===== src/logic/spl_consts.svh =====
`ifndef SPL_CONSTS_SVH
`define SPL_CONSTS_SVH

// ****************************************
// Widths and reset values
// ****************************************
`define SPL_WIDTH 8
`define SPL_LAST_STAGE 7
`define SPL_STAGES_CLEAR 8'h00
`define SPL_BIT_LOW 1'h0
`define SPL_BIT_HIGH 1'h1

`endif


===== src/logic/spl_pkg.sv =====
`default_nettype none
`include "spl_consts.svh"

package spl_pkg;

   // ****************************************
   // Types
   // ****************************************
   typedef logic [`SPL_WIDTH-1:0] spl_byte_type;

   // Controller-side pins, all asynchronous to core_clk.
   typedef struct packed {
      logic serial_in;
      logic shift_clock;
      logic shift_clear_n;
      logic latch_clock;
      logic output_enable_n;
   } spl_pins_type;

   // Parallel pin drive: value and per-pin enable.
   typedef struct packed {
      spl_byte_type data;
      spl_byte_type enable;
   } spl_par_type;

endpackage

`default_nettype wire


===== src/logic/spl_latch.sv =====
`timescale 1ns/100ps
`default_nettype none
`include "spl_consts.svh"

module spl_latch (
   // Clock and reset
   input wire logic core_clk,
   input wire logic rst,
   // Controller pins
   input wire spl_pkg::spl_pins_type pins,
   // Parallel pins
   output spl_pkg::spl_par_type par_out,
   // Cascade pin
   output logic cascade_out
);
   import spl_pkg::*;

   // ****************************************
   // Input synchronisers
   // ****************************************
   // Pins cross into core_clk first; the cost is a two-cycle lag on every pin,
   // so clock pulses must be wider than one core_clk period to be seen.
   spl_pins_type pins_sync;
   logic output_enable_sync;

   spl_sync u_sync_ser (
      .core_clk(core_clk),
      .rst(rst),
      .async_in(pins.serial_in),
      .sync_out(pins_sync.serial_in)
   );
   spl_sync u_sync_sck (
      .core_clk(core_clk),
      .rst(rst),
      .async_in(pins.shift_clock),
      .sync_out(pins_sync.shift_clock)
   );
   spl_sync u_sync_clr (
      .core_clk(core_clk),
      .rst(rst),
      .async_in(pins.shift_clear_n),
      .sync_out(pins_sync.shift_clear_n)
   );
   spl_sync u_sync_lck (
      .core_clk(core_clk),
      .rst(rst),
      .async_in(pins.latch_clock),
      .sync_out(pins_sync.latch_clock)
   );
   // The enable crosses active high, so a synchroniser still in reset keeps the pins floating.
   spl_sync u_sync_oe (
      .core_clk(core_clk),
      .rst(rst),
      .async_in(~pins.output_enable_n),
      .sync_out(output_enable_sync)
   );

   assign pins_sync.output_enable_n = ~output_enable_sync;

   // ****************************************
   // Edge detection
   // ****************************************
   logic shift_clock_prev;
   logic latch_clock_prev;
   logic next_shift_clock_prev;
   logic next_latch_clock_prev;
   logic shift_rise;
   logic latch_rise;

   always_comb begin
      next_shift_clock_prev = pins_sync.shift_clock;
      next_latch_clock_prev = pins_sync.latch_clock;
      shift_rise = pins_sync.shift_clock & ~shift_clock_prev;
      latch_rise = pins_sync.latch_clock & ~latch_clock_prev;
   end

   always_ff @(posedge core_clk or posedge rst) begin
      if (rst) begin
         shift_clock_prev <= `SPL_BIT_LOW;
         latch_clock_prev <= `SPL_BIT_LOW;
      end else begin
         shift_clock_prev <= next_shift_clock_prev;
         latch_clock_prev <= next_latch_clock_prev;
      end
   end

   // ****************************************
   // Shift and storage registers
   // ****************************************
   spl_byte_type stages;
   spl_byte_type storage;
   spl_byte_type next_stages;
   spl_byte_type next_storage;

   always_comb begin
      next_stages = stages;
      next_storage = storage;
      // Both updates read the old stages, so a shared edge stores pre-shift data.
      if (latch_rise) begin
         next_storage = stages;
      end
      if (!pins_sync.shift_clear_n) begin
         next_stages = `SPL_STAGES_CLEAR;
      end else if (shift_rise) begin
         next_stages = {stages[`SPL_LAST_STAGE-1:0], pins_sync.serial_in};
      end
   end

   always_ff @(posedge core_clk or posedge rst) begin
      if (rst) begin
         stages <= `SPL_STAGES_CLEAR;
         storage <= `SPL_STAGES_CLEAR;
      end else begin
         stages <= next_stages;
         storage <= next_storage;
      end
   end

   // ****************************************
   // Pin drive
   // ****************************************
   spl_byte_type enable_reg;
   spl_byte_type next_enable_reg;
   logic next_cascade_out;

   always_comb begin
      next_enable_reg = {`SPL_WIDTH{~pins_sync.output_enable_n}};
      next_cascade_out = next_stages[`SPL_LAST_STAGE];
   end

   always_ff @(posedge core_clk or posedge rst) begin
      if (rst) begin
         enable_reg <= `SPL_STAGES_CLEAR;
         cascade_out <= `SPL_BIT_LOW;
      end else begin
         enable_reg <= next_enable_reg;
         cascade_out <= next_cascade_out;
      end
   end

   always_comb begin
      par_out.data = storage;
      par_out.enable = enable_reg;
   end
endmodule // spl_latch

`default_nettype wire


===== src/logic/spl_sync.sv =====
`timescale 1ns/100ps
`default_nettype none
`include "spl_consts.svh"

// Two-flop synchroniser for one asynchronous level.
module spl_sync (
   // Clock and reset
   input wire logic core_clk,
   input wire logic rst,
   // Level
   input wire logic async_in,
   output logic sync_out
);
   logic meta;
   logic next_meta;
   logic next_sync_out;

   always_comb begin
      next_meta = async_in;
      next_sync_out = meta;
   end

   always_ff @(posedge core_clk or posedge rst) begin
      if (rst) begin
         meta <= `SPL_BIT_LOW;
         sync_out <= `SPL_BIT_LOW;
      end else begin
         meta <= next_meta;
         sync_out <= next_sync_out;
      end
   end
endmodule // spl_sync

`default_nettype wire


===== config.mk =====
export PLATFORM = sky130hd
export DESIGN_NAME = spl_latch
export DESIGN_NICKNAME = d
export VERILOG_FILES = /design/src/logic/spl_pkg.sv /design/src/logic/spl_latch.sv /design/src/logic/spl_sync.sv
export VERILOG_INCLUDE_DIRS = /design/src /design/src/logic
export SDC_FILE = /design/constraint.sdc
export NUM_CORES = 1
export LEC_CHECK = 0
export BUFFER_PORTS_ARGS = -buffer_cell sky130_fd_sc_hd__buf_2
export CAP_MARGIN = 0
export CORE_AREA = 2 2 53 55
export CTS_CLUSTER_DIAMETER = 80
export CTS_CLUSTER_SIZE = 20
export DETAILED_ROUTE_END_ITERATION = 8
export DIE_AREA = 0 0 55 57
export GPL_TIMING_DRIVEN = 0
export PLACE_DENSITY = 0.75
export SLEW_MARGIN = 10
export SYNTH_ARGS = -nofsm -noshare
export SYNTH_HDL_FRONTEND = slang
export SYNTH_SLANG_ARGS = --single-unit

===== constraint.sdc =====
create_clock -name core_clk -period 2.1 [get_ports core_clk]
set_input_delay 0.63 -clock core_clk [delete_from_list [all_inputs] [get_ports core_clk]]
set_output_delay 0.63 -clock core_clk [all_outputs]
set_load 0.05 [all_outputs]

==> impl_metrics.env <==
export IMPL_worstSkewPairLatency_ns=0.31
export IMPL_synth_area_leader_cell="dfrtp_1"
export IMPL_cts_made_buffers=5
export IMPL_crit_buf_inv=2
export IMPL_clk_pin_slew_ns=0.08
export IMPL_hold_depth=0
export IMPL_postCtsHoldBufs=0
export IMPL_reg2reg_from="latch_clock_prev"
export IMPL_vias=548
export IMPL_worstSetupPathType="flip-flop to output port"
export IMPL_min_path_type="flip-flop to flip-flop"
export IMPL_reg_top3="storage x8, stages x7"
export IMPL_maxCapViolCount=0
export IMPL_layout_min_cycle_time_ns=1.79
export IMPL_powerDensity_nw_per_um2=791
export IMPL_synth_seq_cells=29
export IMPL_p_leak_nw=0.714
export IMPL_rsz0062_at_grt="no"
export IMPL_ctsResizeCount=0
export IMPL_placed_area_sq_um=1210
export IMPL_worstPathArrival_ns=1.16
export IMPL_drv_slew=0
export IMPL_worstHoldEndpoint="u_sync_oe.sync_out"
export IMPL_syn_to_final_growth_pct=19.7
export IMPL_crit_family="flip-flops"
export IMPL_fin_tns_setup_ns=0
export IMPL_timing_final_crit_share_pct=85.2
export IMPL_crit_path_end_kind="output port"
export IMPL_gr_total_overflow=0
export IMPL_h_tree_depth=2
export IMPL_slowest_stage="dfrtp_1"
export IMPL_crit_path_start_kind="flip-flop"
export IMPL_syn_nets=75
export IMPL_grt_pass1_wl_microns=2340
export IMPL_r2r_end="storage[4]"
export IMPL_post_place_ws_ns=0.464
export IMPL_path_cells="buf_4 > buf_2"
export IMPL_cp_max_fo=8
export IMPL_num_antenna_cells=0
export IMPL_clock_skew_final_ns=0.00446
export IMPL_crit_start="enable_reg[0]"
export IMPL_largest_register="storage"
export IMPL_worst_slack_ns=0.311
export IMPL_ff2ff_path_depth=3
export IMPL_die_x_microns=55
export IMPL_tightest_slew_ns=1.03
export IMPL_grt_pass1_vias=510
export IMPL_cts_sinks=29
export IMPL_yosys_warnings=0
export IMPL_cts_tree="built"
export IMPL_antenna_found_initial=0
export IMPL_setup_viol_count_final=0
export IMPL_postSynthCellCount=68
export IMPL_synth_area_sq_um=1060
export IMPL_clock_fmax_ghz=0.559
export IMPL_cts_root_buf="clkbuf_4"
export IMPL_fin_area_sq_um=1270
export IMPL_irDropWorstVdd_mv=0.499
export IMPL_die_area_sq_um=3140
export IMPL_hold_violations=0
export IMPL_slew_headroom_pct=31.4
export IMPL_synthTopCellsByArea="dfrtp_1, mux2_4, mux2i_1"
export IMPL_timing_hold_worst_start="u_sync_oe.meta"
export IMPL_clk_path_buf_depth=2
export IMPL_drt_total_wl_microns=1380
export IMPL_start_util_pct=40.5
export IMPL_synth_top_area_share_pct=68.5
export IMPL_drt_initial_drc_count=2
export IMPL_hpwl_microns=977
export IMPL_ys_types=11
export IMPL_cts_setup_buffers=0
export IMPL_largest_register_ff_count=8
export IMPL_power_total_mw=1.00
export IMPL_postRouteAntennaNets=0
export IMPL_syn_area_per_cell_sq_um=15.6
export IMPL_max_stage_delay_ns=0.45
export IMPL_num_rows=19
export IMPL_via_per_inst=4.25
export IMPL_wl_per_cell_microns=10.7
export IMPL_design_core_area_sq_um=2620
export IMPL_r2r_slack_ns=1.04
export IMPL_layout_drive_gt1_share_pct=48.0
export IMPL_io_buffers=23
export IMPL_fin_util_pct=48.5
export IMPL_grt_max_degree=30
export IMPL_yosysSeqAreaShare_pct=68.5
export IMPL_dr_pass1_iters=3
export IMPL_drc=0
export IMPL_status="finished, final reports clean"
export IMPL_place_congestion=0.738
export IMPL_required_ns=1.47
export IMPL_final_nets=105
export IMPL_num_io_pins=24
export IMPL_track_usage_pct=11.1
export IMPL_die_h_microns=57
==> report_power, final <==
part / leakage (nW) / total [mW] / switching [mW] / internal (mW)
clock: 0.0314 / 0.326 / 0.168 / 0.158
sequential: 0.374 / 0.581 / 0.00729 / 0.574
combinational: 0.309 / 0.0970 / 0.0644 / 0.0326
total: 0.714 / 1.00 / 0.240 / 0.764
==> cells in the mapped netlist <==
cell and n:
buf_6 1, dfrtp_1 29, mux2_4 8, buf_2 1, clkbuf_1 1, mux2i_1 8
buf_4 7, nand2_1 9, inv_1 2, nand2b_4 1, nand2b_1 1
==> placed cells by master, fill, tap and decap left out <==
cell,Yosys,routed
clkbuf_1,1,2
mux2_4,8,8
inv_1,2,2
nand2_1,9,9
buf_2,1,24
buf_6,1,1
nand2b_1,1,1
clkbuf_8,0,1
clkbuf_4,0,5
buf_4,7,7
dfrtp_1,29,29
mux2i_1,8,8
nand2b_4,1,1
==> area by class of cell <==
cell class	count	area, sq um
Multi-Input combinational cell	27	254
Timing Repair Buffer	23	115
Tap cell	31	38.8
Fill cell	238	1350
Clock buffer	7	55.1
Sequential cell	29	726
Inverter	2	7.51
Buffer	10	72.6
==> cell families (layout without fill, tap and decap cells) <==
group / count (synthesis) / after routing / synth area share (%)
buf+inv: 12 / 42 / 7.56
flops: 29 / 29 / 68.5
mux: 16 / 16 / 18.9
simple gates: 11 / 11 / 5.08
==> metrics by stage <==
step	cells	hold WS (ns)
floorplan	68	0.331
global placement	122	0.331
detailed placement	122	0.335
CTS	129	0.354
global route	129	0.367
finish	129	0.352
==> how the worst max path moves through the flow <==
stage	endpoint	cells after the start
2_1_floorplan	par_out[1]	1
3_3_place_gp	storage[4]	2
3_5_place_dp	storage[4]	2
4_1_cts	par_out[6]	2
5_1_grt	par_out[2]	2
6_report	par_out[6]	2
==> layer usage <==
| layer | vias up | wire length [microns] | track usage, % |
|---|---|---|---|
| met3 | 6 | 108 | 7.07 |
| met4 | 0 | 36 | 6.27 |
| met1 | 254 | 590 | 13.0 |
| met2 | 18 | 645 | 15.3 |
| met5 | - | 0 | 0 |
| li1 | 270 | - | - |
Power figures use the tool's default switching activity.
